<file path="src/shared/mpfc_pkg.sv">
// Constants for the miscellaneous pin function control block.
// Assumes a 50 MHz CPU-side clock and synchronous register strobes.
package mpfc_pkg;
  localparam logic [7:0] ADDR_SENSE_NMI = 8'h20;
  localparam logic [7:0] ADDR_CLKOUT_BEEP = 8'h40;
  localparam logic [7:0] ADDR_IRQ_STATUS = 8'h60;
  localparam logic [7:0] ADDR_IRQ_MASK = 8'h61;
  localparam logic [7:0] RESET_VALUE = 8'h00;
  localparam logic [7:0] RESERVED_MASK = 8'hF3;
  localparam int G1_SENSE_HI = 7;
  localparam int G1_SENSE_LO = 6;
  localparam int G2_SENSE_HI = 5;
  localparam int G2_SENSE_LO = 4;
  localparam int NMI_EDGE_BIT = 1;
  localparam int NMI_ENABLE_BIT = 0;
  localparam int AUX_CLKOUT_BIT = 7;
  localparam int MAIN_CLKOUT_BIT = 6;
  localparam int BEEP_HI_BIT = 5;
  localparam int BEEP_LO_BIT = 4;
  localparam int SS_SOURCE_BIT = 1;
  localparam int SS_INTERNAL_BIT = 0;
  localparam logic [1:0] PRIORITY_LEVEL3 = 2'h3;
  localparam int CLK_HZ = 50000000;
  localparam int BEEP2K_HZ = 2000;
  localparam logic [15:0] BEEP2K_HALF = 16'((CLK_HZ / BEEP2K_HZ) / 2);
  localparam logic [15:0] BEEP1K_HALF = 16'((CLK_HZ / (BEEP2K_HZ / 2)) / 2);
  localparam logic [15:0] BEEP500_HALF = 16'((CLK_HZ / (BEEP2K_HZ / 4)) / 2);
  localparam int IRQ_LINES = 5;
  localparam logic [5:0] IRQ_NONE = 6'h00;
  typedef enum logic [1:0] {
    MPFC_FALL_LOW = 2'b00,
    MPFC_FALL = 2'b01,
    MPFC_RISE = 2'b10,
    MPFC_BOTH = 2'b11
  } mpfc_sense_t;
endpackage : mpfc_pkg

</file>
<file path="src/hdl/mpfc_edge_detect.sv">
// One synchronised interrupt pin with selectable edge or level detection.
// Assumes the pin is asynchronous to ref_clk.
`timescale 1ns/1ps
`default_nettype none
module mpfc_edge_detect (
  input wire logic ref_clk,
  input wire logic arst_n,
  input wire logic clkEn,
  input wire logic pinIn,
  input wire logic [1:0] sense,
  output logic detected
);
  logic sync1_reg, sync1_next, sync2_reg, sync2_next, prev_reg, prev_next, ev_reg, ev_next;
  always_comb begin
    sync1_next = pinIn;
    sync2_next = sync1_reg;
    prev_next = sync2_reg;
    unique case (mpfc_pkg::mpfc_sense_t'(sense))
      mpfc_pkg::MPFC_FALL_LOW: ev_next = ~sync2_reg;
      mpfc_pkg::MPFC_FALL: ev_next = prev_reg & ~sync2_reg;
      mpfc_pkg::MPFC_RISE: ev_next = ~prev_reg & sync2_reg;
      mpfc_pkg::MPFC_BOTH: ev_next = prev_reg ^ sync2_reg;
    endcase
  end
  always_ff @(posedge ref_clk or negedge arst_n) begin
    if (!arst_n) begin
      sync1_reg <= 1'b1;
      sync2_reg <= 1'b1;
      prev_reg <= 1'b1;
      ev_reg <= 1'b0;
    end else if (clkEn) begin
      sync1_reg <= sync1_next;
      sync2_reg <= sync2_next;
      prev_reg <= prev_next;
      ev_reg <= ev_next;
    end
  end
  assign detected = ev_reg;
endmodule : mpfc_edge_detect
`default_nettype wire

</file>
<file path="src/hdl/mpfc_divider.sv">
// Square wave generator toggling every halfPeriod cycles while enabled.
// Assumes halfPeriod is at least one.
`timescale 1ns/1ps
`default_nettype none
module mpfc_divider (
  input wire logic ref_clk,
  input wire logic arst_n,
  input wire logic clkEn,
  input wire logic enable,
  input wire logic [15:0] halfPeriod,
  output logic wave
);
  logic [15:0] cnt_reg, cnt_next;
  logic wave_reg, wave_next;
  always_comb begin
    cnt_next = cnt_reg;
    wave_next = wave_reg;
    if (!enable) begin
      cnt_next = 16'h0000;
      wave_next = 1'b0;
    end else if (cnt_reg + 16'h0001 >= halfPeriod) begin
      cnt_next = 16'h0000;
      wave_next = ~wave_reg;
    end else begin
      cnt_next = cnt_reg + 16'h0001;
    end
  end
  always_ff @(posedge ref_clk or negedge arst_n) begin
    if (!arst_n) begin
      cnt_reg <= 16'h0000;
      wave_reg <= 1'b0;
    end else if (clkEn) begin
      cnt_reg <= cnt_next;
      wave_reg <= wave_next;
    end
  end
  assign wave = wave_reg;
endmodule : mpfc_divider
`default_nettype wire

</file>
<file path="src/hdl/mpfc_misc_pin_function_control.sv">
// Miscellaneous pin function control: interrupt sensitivity, NMI, clock-out, beep, SS source.
// Assumes synchronous register strobes and slow enables for the oscillator inputs.
//
// Decided for this implementation: strobed register access.
`timescale 1ns/1ps
`default_nettype none
module mpfc_misc_pin_function_control (
  input wire logic ref_clk,
  input wire logic arst_n,
  input wire logic clkEn,
  input wire logic [7:0] regAddr,
  input wire logic [7:0] regWdata,
  input wire logic regWr,
  input wire logic regRd,
  output logic [7:0] regRdata,
  input wire logic [1:0] interruptPriorityLevel,
  input wire logic haltMode,
  input wire logic auxOscHalf,
  input wire logic mainOscHalf,
  input wire logic extIrqPortaLowPin,
  input wire logic extIrqPortaHighPin,
  input wire logic extIrqPortbPin,
  input wire logic extIrqPortcPin,
  input wire logic extIrqPortdPin,
  input wire logic nmiPin,
  input wire logic slaveSelectPinIn,
  output logic [4:0] extIrqEvent,
  output logic nmiEvent,
  output logic spiSlaveSelect,
  output logic slaveSelectPinFree,
  output logic auxClockPinOut,
  output logic auxClockPinOe,
  output logic beepClockPinOut,
  output logic beepClockPinOe,
  output logic irq
);
  logic [7:0] senseNmi_reg, senseNmi_next;
  logic [7:0] clkBeep_reg, clkBeep_next;
  logic [5:0] status_reg, status_next;
  logic [5:0] mask_reg, mask_next;
  logic [7:0] rdata_reg, rdata_next;
  logic [4:0] ext_reg, ext_next;
  logic nmiEv_reg, nmiEv_next;
  logic ssel_reg, ssel_next, ssFree_reg, ssFree_next;
  logic auxOut_reg, auxOut_next, auxOe_reg, auxOe_next;
  logic beepOut_reg, beepOut_next, beepOe_reg, beepOe_next;
  logic irq_reg, irq_next;
  logic [4:0] extRaw;
  logic nmiRaw;
  logic [1:0] nmiSense;
  logic [1:0] grp1, grp2;
  logic [4:0] pins;
  logic [2:0] beepSel;
  logic [15:0] beepHalf;
  logic beepOn, beepWave;
  logic [5:0] events;
  logic lvl3;

  assign grp1 = senseNmi_reg[mpfc_pkg::G1_SENSE_HI:mpfc_pkg::G1_SENSE_LO];
  assign grp2 = senseNmi_reg[mpfc_pkg::G2_SENSE_HI:mpfc_pkg::G2_SENSE_LO];
  assign pins = {extIrqPortdPin, extIrqPortcPin, extIrqPortbPin, extIrqPortaHighPin,
    extIrqPortaLowPin};
  assign nmiSense = senseNmi_reg[mpfc_pkg::NMI_EDGE_BIT] ? 2'h2 : 2'h1;

  genvar gi;
  generate
    for (gi = 0; gi < mpfc_pkg::IRQ_LINES; gi++) begin : g_ext
      mpfc_edge_detect u_det (
        .ref_clk(ref_clk),
        .arst_n(arst_n),
        .clkEn(clkEn),
        .pinIn(pins[gi]),
        .sense((gi == 1 || gi == 3) ? grp2 : grp1),
        .detected(extRaw[gi])
      );
    end
  endgenerate

  mpfc_edge_detect u_nmi (
    .ref_clk(ref_clk),
    .arst_n(arst_n),
    .clkEn(clkEn),
    .pinIn(nmiPin),
    .sense(nmiSense),
    .detected(nmiRaw)
  );

  assign beepSel = clkBeep_reg[mpfc_pkg::MAIN_CLKOUT_BIT:mpfc_pkg::BEEP_LO_BIT];
  assign beepOn = (beepSel[1:0] != 2'h0) && !haltMode;
  always_comb begin
    unique case (beepSel[1:0])
      2'h1: beepHalf = mpfc_pkg::BEEP2K_HALF;
      2'h2: beepHalf = mpfc_pkg::BEEP1K_HALF;
      default: beepHalf = mpfc_pkg::BEEP500_HALF;
    endcase
  end

  mpfc_divider u_beep (
    .ref_clk(ref_clk),
    .arst_n(arst_n),
    .clkEn(clkEn),
    .enable(beepOn),
    .halfPeriod(beepHalf),
    .wave(beepWave)
  );

  assign lvl3 = (interruptPriorityLevel == mpfc_pkg::PRIORITY_LEVEL3);
  assign events = {nmiRaw & senseNmi_reg[mpfc_pkg::NMI_ENABLE_BIT], extRaw};

  always_comb begin
    senseNmi_next = senseNmi_reg;
    clkBeep_next = clkBeep_reg;
    mask_next = mask_reg;
    status_next = status_reg;
    rdata_next = mpfc_pkg::RESET_VALUE;
    if (regWr) begin
      unique case (regAddr)
        mpfc_pkg::ADDR_SENSE_NMI: begin
          if (lvl3) begin
            senseNmi_next[7:4] = regWdata[7:4];
          end
          if (!senseNmi_reg[mpfc_pkg::NMI_ENABLE_BIT]) begin
            senseNmi_next[mpfc_pkg::NMI_EDGE_BIT] = regWdata[mpfc_pkg::NMI_EDGE_BIT];
          end
          senseNmi_next[mpfc_pkg::NMI_ENABLE_BIT] = regWdata[mpfc_pkg::NMI_ENABLE_BIT];
        end
        mpfc_pkg::ADDR_CLKOUT_BEEP: clkBeep_next = regWdata & mpfc_pkg::RESERVED_MASK;
        mpfc_pkg::ADDR_IRQ_STATUS: status_next = status_reg & ~regWdata[5:0];
        mpfc_pkg::ADDR_IRQ_MASK: mask_next = regWdata[5:0];
        default: ;
      endcase
    end
    status_next = status_next | events;
    if (regRd) begin
      unique case (regAddr)
        mpfc_pkg::ADDR_SENSE_NMI: rdata_next = senseNmi_reg & mpfc_pkg::RESERVED_MASK;
        mpfc_pkg::ADDR_CLKOUT_BEEP: rdata_next = clkBeep_reg & mpfc_pkg::RESERVED_MASK;
        mpfc_pkg::ADDR_IRQ_STATUS: rdata_next = {2'h0, status_reg};
        mpfc_pkg::ADDR_IRQ_MASK: rdata_next = {2'h0, mask_reg};
        default: rdata_next = mpfc_pkg::RESET_VALUE;
      endcase
    end
    irq_next = (status_next & mask_next) != mpfc_pkg::IRQ_NONE;
    ext_next = extRaw;
    nmiEv_next = events[5];
    ssel_next = clkBeep_reg[mpfc_pkg::SS_SOURCE_BIT] ?
      clkBeep_reg[mpfc_pkg::SS_INTERNAL_BIT] : slaveSelectPinIn;
    ssFree_next = clkBeep_reg[mpfc_pkg::SS_SOURCE_BIT];
    auxOe_next = clkBeep_reg[mpfc_pkg::AUX_CLKOUT_BIT] && !haltMode;
    auxOut_next = auxOe_next & auxOscHalf;
    beepOe_next = (beepSel != 3'h0) && !haltMode;
    if (beepSel == 3'h4) begin
      beepOut_next = beepOe_next & mainOscHalf;
    end else begin
      beepOut_next = beepOe_next & beepWave;
    end
  end

  always_ff @(posedge ref_clk or negedge arst_n) begin
    if (!arst_n) begin
      senseNmi_reg <= mpfc_pkg::RESET_VALUE;
      clkBeep_reg <= mpfc_pkg::RESET_VALUE;
      status_reg <= 6'h00;
      mask_reg <= 6'h00;
      rdata_reg <= 8'h00;
      ext_reg <= 5'h00;
      nmiEv_reg <= 1'b0;
      ssel_reg <= 1'b1;
      ssFree_reg <= 1'b0;
      auxOut_reg <= 1'b0;
      auxOe_reg <= 1'b0;
      beepOut_reg <= 1'b0;
      beepOe_reg <= 1'b0;
      irq_reg <= 1'b0;
    end else if (clkEn) begin
      senseNmi_reg <= senseNmi_next;
      clkBeep_reg <= clkBeep_next;
      status_reg <= status_next;
      mask_reg <= mask_next;
      rdata_reg <= rdata_next;
      ext_reg <= ext_next;
      nmiEv_reg <= nmiEv_next;
      ssel_reg <= ssel_next;
      ssFree_reg <= ssFree_next;
      auxOut_reg <= auxOut_next;
      auxOe_reg <= auxOe_next;
      beepOut_reg <= beepOut_next;
      beepOe_reg <= beepOe_next;
      irq_reg <= irq_next;
    end
  end

  assign regRdata = rdata_reg;
  assign extIrqEvent = ext_reg;
  assign nmiEvent = nmiEv_reg;
  assign spiSlaveSelect = ssel_reg;
  assign slaveSelectPinFree = ssFree_reg;
  assign auxClockPinOut = auxOut_reg;
  assign auxClockPinOe = auxOe_reg;
  assign beepClockPinOut = beepOut_reg;
  assign beepClockPinOe = beepOe_reg;
  assign irq = irq_reg;
endmodule : mpfc_misc_pin_function_control
`default_nettype wire

</file>
<file path="config.mk">
export PLATFORM = sky130hd
export DESIGN_NAME = mpfc_misc_pin_function_control
export DESIGN_NICKNAME = d
export VERILOG_FILES = /design/src/shared/mpfc_pkg.sv /design/src/hdl/mpfc_edge_detect.sv /design/src/hdl/mpfc_divider.sv /design/src/hdl/mpfc_misc_pin_function_control.sv
export SDC_FILE = /design/constraint.sdc
export NUM_CORES = 1
export LEC_CHECK = 0
export BUFFER_PORTS_ARGS = -buffer_cell sky130_fd_sc_hd__clkbuf_2
export CAP_MARGIN = 20
export CORE_MARGIN = 3
export CORE_UTILIZATION = 41
export DETAILED_ROUTE_END_ITERATION = 8
export PLACE_DENSITY_LB_ADDON = 0.3
export SLEW_MARGIN = 20
export SYNTH_ARGS = -nofsm -noshare
export SYNTH_HDL_FRONTEND = slang
export SYNTH_SLANG_ARGS = --single-unit
</file>
<file path="constraint.sdc">
create_clock -name ref_clk -period 4.1 [get_ports ref_clk]
set_input_delay 0 -clock ref_clk [delete_from_list [all_inputs] [get_ports ref_clk]]
set_output_delay 0 -clock ref_clk [all_outputs]
set_load 0.05 [all_outputs]
</file>
Yosys cells after proc, flatten, opt, wreduce, memory -nomap -nowiden
Index checks and enable logic that the tools add are counted.
{"block": "classes", "n_shift": 0, "n_bitwise": 40, "n_mux": 20, "n_lt_le_gt_ge": 1, "n_eq_ne": 18, "multipliers": 0, "div_mod_pow": 0, "addsub": 1, "n_reduce_logical": 15}
{"cell": "2-to-1 mux 16 bit", "n": 2}
{"cell": "one-hot mux 16 bit (2 select lines)", "n": 1}
{"cell": "one-hot mux 8 bit (4 select lines)", "n": 1}
{"cell": "== test 8 x 7 -> 1 bit (second input constant)", "n": 3}
{"cell": "2-to-1 mux 6 bit", "n": 4}
{"cell": "one-hot mux 1 bit (4 select lines)", "n": 6}
{"cell": "adder 16 x 1 -> 16 bit (second input constant)", "n": 1}
{"cell": "AND 1 bit", "n": 16}
{"cell": "== test 2 bit (second input constant)", "n": 8}
{"cell": ">= comparator 16 bit", "n": 1}
{"cell": "inverter 1 bit", "n": 14}
{"cell": "AND 6 bit", "n": 2}
{"cell": "== test 2 x 1 -> 1 bit (second input constant)", "n": 4}
{"cell": "== test 8 x 6 -> 1 bit (second input constant)", "n": 1}
{"cell": "2-to-1 mux 8 bit", "n": 1}
{"cell": "AND reduction 4 bit", "n": 2}
{"cell": "zero test 2 bit", "n": 3}
{"cell": "inverter 6 bit", "n": 1}
{"cell": "bitwise OR 6 bit", "n": 1}
{"cell": "AND reduction 3 bit", "n": 2}
{"cell": "nonzero test 6 bit", "n": 1}
{"cell": "XOR 1 bit", "n": 6}
{"cell": "2-to-1 mux 1 bit", "n": 4}
{"cell": "== test 3 bit (second input constant)", "n": 1}
{"cell": "other kinds (7)", "n": 9}
{"block": "totals", "input_bits": 33, "mem_bits_rw": 0, "rom_bits": 0, "n_memories": 0, "latchBits": 0, "output_inout_bits": 21, "regBits": 86}

Logic depth before layout (Yosys ltp)
{"block": "logic_depth", "ltp_word": 7, "depth_mapped": 13}

By module
From an unflattened synthesis, not the netlist that was laid out.
{"block": "hier_totals", "hier_cells": 478, "hier_area_um2": 5067.4}
{"mod": "mpfc_misc_pin_function_control", "instances": 1, "area_each_um2": 2307.2, "seq_area_each_um2": 1127.3, "cells_each": 188}
{"mod": "mpfc_divider", "instances": 1, "area_each_um2": 1408.9, "seq_area_each_um2": 425.4, "cells_each": 164}
{"mod": "mpfc_edge_detect", "instances": 6, "area_each_um2": 225.2, "seq_area_each_um2": 103.8, "cells_each": 21}

Worst setup path before layout
OpenSTA, ideal clock, no wires.
{"block": "synth_path", "path_kind": "reg2reg", "from": "reg u_beep.cnt_reg[0]", "to": "reg u_beep.wave_reg (netlist: u_beep.wave)", "stages_incl_launch_ff": 13, "period_less_slack_ps": 3025, "arrival_time_ps": 2900, "setup_time_ps": 125, "path_buffers": 0, "slack_ps": 1075, "path_cell_list": "dfrtp_1 > ha_1 > nand2_1 > nor4_4 > nand3_1 > xnor2_1 > ha_1 > a2111oi_2 > o21ai_1 > a211o_1 > nor3_2 > a21oi_4 > mux2_4"}
{"block": "synth_via", "elab_chain_cells": 4}
{"element": "start: declaration", "line_no": "mpfc_divider.sv:13", "text": "logic [15:0] cnt_reg, cnt_next;"}
{"element": "start signal: assignment", "line_no": "mpfc_divider.sv:33", "text": "cnt_reg <= cnt_next;"}
{"element": "adder 16 x 1 -> 16 bit", "line_no": "mpfc_divider.sv:21", "text": "end else if (cnt_reg + 16'h0001 >= halfPeriod) begin"}
{"element": ">= comparator 16 bit", "line_no": "mpfc_divider.sv:21"}
{"element": "inequality test 2 bit (no source line)"}
{"element": "AND reduction 2 bit (no source line)"}
{"element": "end signal: assignment", "line_no": "mpfc_divider.sv:34", "text": "wave_reg <= wave_next;"}
{"element": "end: declaration", "line_no": "mpfc_divider.sv:14", "text": "logic wave_reg, wave_next;"}
No other way between the ends.
A chain may end at the register's enable or synchronous reset.

Worst setup path in the final report
Ends and elaborated chain as after synthesis.

==> results.sh <==
export IMPL_outcome="completed"
export IMPL_grt_overflow_total=0
export IMPL_tightest_slew_ns=0.790
export IMPL_final_hold_worst_slack_ns=0.0421
export IMPL_internal_power_mw=1.50
export IMPL_h_tree_depth=3
export IMPL_power_frac_clock_pct=41.5
export IMPL_min_delay_start="regWr"
export IMPL_layoutNonFillerInstCount=642
export IMPL_ff2ff_path_depth=12
export IMPL_hold_depth=3
export IMPL_critical_path_required_ns=4.33
export IMPL_insertion_delay_ns=0.34
export IMPL_hold_path_class="input port to register"
export IMPL_final_setup_tns_ns=0
export IMPL_critPathKind="register to register"
export IMPL_fmax_ghz=0.286
export IMPL_cts_buffers=9
export IMPL_floorplan_die_height_um=113
export IMPL_rows=38
export IMPL_postRouteAntennaNets=0
export IMPL_detailed_place_hpwl_um=6970
export IMPL_power_leakage_nw=2.55
export IMPL_rrSetupSlack_ns=0.60
export IMPL_synth_fp_nets=496
export IMPL_ys_types=54
export IMPL_setup_repair_after_global_routing_missed_its_margin="false"
export IMPL_tritoncts="built"
export IMPL_end_kind="register"
export IMPL_hold_violations_final=0
export IMPL_port_buffer_count=53
export IMPL_syn_area_mm2=0.00467
export IMPL_finalMaxSlewViolations=0
export IMPL_power_combinational_fraction_pct=11.7
export IMPL_die_w_um=113
export IMPL_ys_seq_area_share_pct=46.6
export IMPL_rr_endpoint="u_beep.wave"
export IMPL_power_density_mw_per_mm2=372
export IMPL_io_pin_count=54
export IMPL_cts_root_buffer_cell="sky130_fd_sc_hd__clkbuf_16"
export IMPL_clk_path_buf_depth=2
export IMPL_synth_edff_count=0
export IMPL_p_switching_mw=0.548
export IMPL_largest_reg_flops=16
export IMPL_arrival_ns=3.73
export IMPL_starting_density_of_the_core_pct=42.5
export IMPL_grt_pass1_vias=3387
export IMPL_areaGrowthSynthToFinish_pct=18.1
export IMPL_leading_cell_type_in_the_layout_fill_and_taps_excluded="sky130_fd_sc_hd__dfrtp_1"
export IMPL_post_synth_inst_count=435
export IMPL_wl_final_um=10100
export IMPL_post_route_cells_drive_above_1_share_pct=28.5
export IMPL_place_inst=609
export IMPL_critical_path_fanouts_max=15
export IMPL_total_of_flip_flops_plus_latches_after_synthesis=86
export IMPL_nNetsFinal=558
export IMPL_finalSetupViolCount=0
export IMPL_async_flop_share_pct=100
export IMPL_dr_pass1_iters=4
export IMPL_cts_post_setup_buffers_inserted=0
export IMPL_seq_power_share_pct=46.8
export IMPL_drv_cap=0
export IMPL_worst_hold_path_endpoint="mask_reg[3]"
export IMPL_avgRoutedWirePerCell_um=15.8
export IMPL_clk_pin_slew_ns=0.07
export IMPL_route_vias_total=3428
export IMPL_clock_sink_count=86
export IMPL_grt_antenna_before_repair=0
export IMPL_fp_coreArea_mm2=0.0110
export IMPL_most_common_layout_cells="sky130_fd_sc_hd__dfrtp_1, sky130_fd_sc_hd__clkbuf_2, sky130_fd_sc_hd__nand2_1, sky130_fd_sc_hd__mux2_2, sky130_fd_sc_hd__inv_1"
export IMPL_ys_dominant_reg_cell="sky130_fd_sc_hd__dfrtp_1"
export IMPL_gp_routability_congestion=0.780
export IMPL_fin_worst_skew_ns=0.00530
export IMPL_gr_usage_all_layers_pct=16.6
export IMPL_post_drt_via_cell_ratio=5.34
export IMPL_power_share_switching_pct=26.7
export IMPL_drt_initial_drc_count=186
export IMPL_yosysWarningCount=0
export IMPL_avg_cell_area_syn_um2=10.7
export IMPL_timing_final_crit_period_ns=3.50
export IMPL_floorplan_die_area_mm2=0.0127
export IMPL_crit_path_start_kind="register"
export IMPL_cts_resized=0
export IMPL_maximum_number_of_pins_on_one_net_before_global_route_repair=87
export IMPL_worst_r2r_startpoint="u_beep.cnt_reg[0]"
export IMPL_max_slew_margin_rel_pct=47.3
export IMPL_fin_crit_sh_pct=85.4
export IMPL_max_vdd_ir_drop_v=0.000215
export IMPL_grt_first_pass_wirelength_um=17000
export IMPL_post_route_drc=0
export IMPL_antenna_cells_inserted=0
-- synth_stat cells (2+ instances only) --
library cell,instances,share of area (%)
sky130_fd_sc_hd__a22o_1,9,1.7
sky130_fd_sc_hd__mux2i_1,18,3.9
sky130_fd_sc_hd__o21ai_0,19,2.0
sky130_fd_sc_hd__xor2_1,6,1.1
sky130_fd_sc_hd__mux2_2,37,8.9
sky130_fd_sc_hd__and4b_1,2,0.43
sky130_fd_sc_hd__a211oi_1,3,0.48
sky130_fd_sc_hd__nor2_1,22,1.8
sky130_fd_sc_hd__dfrtp_1,67,36
sky130_fd_sc_hd__xnor2_1,9,1.7
sky130_fd_sc_hd__a31oi_1,2,0.27
sky130_fd_sc_hd__nand4_1,4,0.54
sky130_fd_sc_hd__a21oi_1,16,1.7
sky130_fd_sc_hd__nand3_2,2,0.43
sky130_fd_sc_hd__nand2_1,37,3.0
sky130_fd_sc_hd__clkbuf_1,11,0.88
sky130_fd_sc_hd__nand3_1,16,1.7
sky130_fd_sc_hd__a22oi_1,5,0.80
sky130_fd_sc_hd__clkbuf_2,2,0.21
sky130_fd_sc_hd__o221ai_1,2,0.38
sky130_fd_sc_hd__buf_1,5,0.40
sky130_fd_sc_hd__dfstp_2,19,11
sky130_fd_sc_hd__o22ai_1,10,1.3
sky130_fd_sc_hd__o21a_1,3,0.48
sky130_fd_sc_hd__nor4_4,2,0.91
sky130_fd_sc_hd__a221oi_1,4,0.75
sky130_fd_sc_hd__nor3_2,3,0.64
sky130_fd_sc_hd__inv_1,30,2.4
sky130_fd_sc_hd__and3_1,7,0.94
sky130_fd_sc_hd__ha_1,28,7.5
sky130_fd_sc_hd__o211ai_1,6,0.96
sky130_fd_sc_hd__nor3_1,6,0.64
sky130_fd_sc_hd__nand3b_1,2,0.32
-- through the flow --
step	util, %	area, um^2	worst slack (ns)	power [mW]
after floorplan	-	4670	1.07	1.12
final	50.2	5520	0.600	2.05
after global routing	50.2	5520	0.336	2.14
after global placement	45.9	5040	0.833	1.20
after CTS	50.2	5510	0.604	2.07
after detailed placement	45.9	5040	0.695	1.21
-- worst max-delay path, stage by stage (launching register included) --
cell and delay (ns):
sky130_fd_sc_hd__dfrtp_1 0.44, sky130_fd_sc_hd__ha_1 0.30, sky130_fd_sc_hd__nand2_1 0.14, sky130_fd_sc_hd__nor4_4 0.40, sky130_fd_sc_hd__nand3_1 0.14, sky130_fd_sc_hd__xnor2_1 0.17, sky130_fd_sc_hd__ha_1 0.24, sky130_fd_sc_hd__a2111oi_2 0.33
sky130_fd_sc_hd__o21ai_1 0.15, sky130_fd_sc_hd__a211o_1 0.25, sky130_fd_sc_hd__nor3_2 0.27, sky130_fd_sc_hd__a21oi_4 0.20, sky130_fd_sc_hd__mux2_4 0.33
-- worst max path at each step --
stage	from	to	slack [ns]	cells after the start
5_1_grt	u_beep.cnt_reg[0]	u_beep.wave	0.34	12
3_5_place_dp	u_beep.cnt_reg[0]	u_beep.wave	0.70	12
2_1_floorplan	u_beep.cnt_reg[0]	u_beep.wave	1.07	12
3_3_place_gp	u_beep.cnt_reg[0]	u_beep.wave	0.83	12
6_report	u_beep.cnt_reg[0]	u_beep.wave	0.60	12
4_1_cts	u_beep.cnt_reg[0]	u_beep.wave	0.60	12
-- power by group through the flow --
stage / Combinational [mW] / Sequential (mW) / Clock [mW]
2_1_floorplan: 0.114 / 1.00 / 0
3_3_place_gp: 0.224 / 0.972 / 0
3_5_place_dp: 0.231 / 0.976 / 0
4_1_cts: 0.245 / 0.961 / 0.863
5_1_grt: 0.270 / 0.968 / 0.899
6_report: 0.241 / 0.961 / 0.851
-- timing repair --
action	CTS	global route
hold buffers	17	0
setup endpoints to repair	0	0
hold endpoints to repair	98	0
-- layout make-up --
type,instances,area (um^2)
inverter,30,113
multi-input combinational,299,2300
timing repair buffer,71,452
fill,991,5470
tap,140,175
sequential,86,2180
clock buffer,10,239
clock inverter,6,67.6
-- metal layers --
layer | vias to the layer above | track usage, % | wire length, um
met1 | 1660 | 23.9 | 5010
met5 | - | 0 | 0
met2 | 67 | 25.2 | 4510
met3 | 18 | 2.51 | 381
li1 | 1683 | - | -
met4 | 0 | 6.57 | 216
-- kinds of logic (layout without fill, tap and decap cells) --
group           Yosys count  in the layout  share of synthesized area, %
fa+ha+maj                28             28                          7.50
flops                    86             86                          46.6
simple gates            114            114                          13.2
compound gates           86             86                          12.5
buf+inv                  50            117                          4.26
mux                      56             56                          13.1
xor+xnor                 15             15                          2.81
Note: power is estimated with default switching activity, not from simulation.
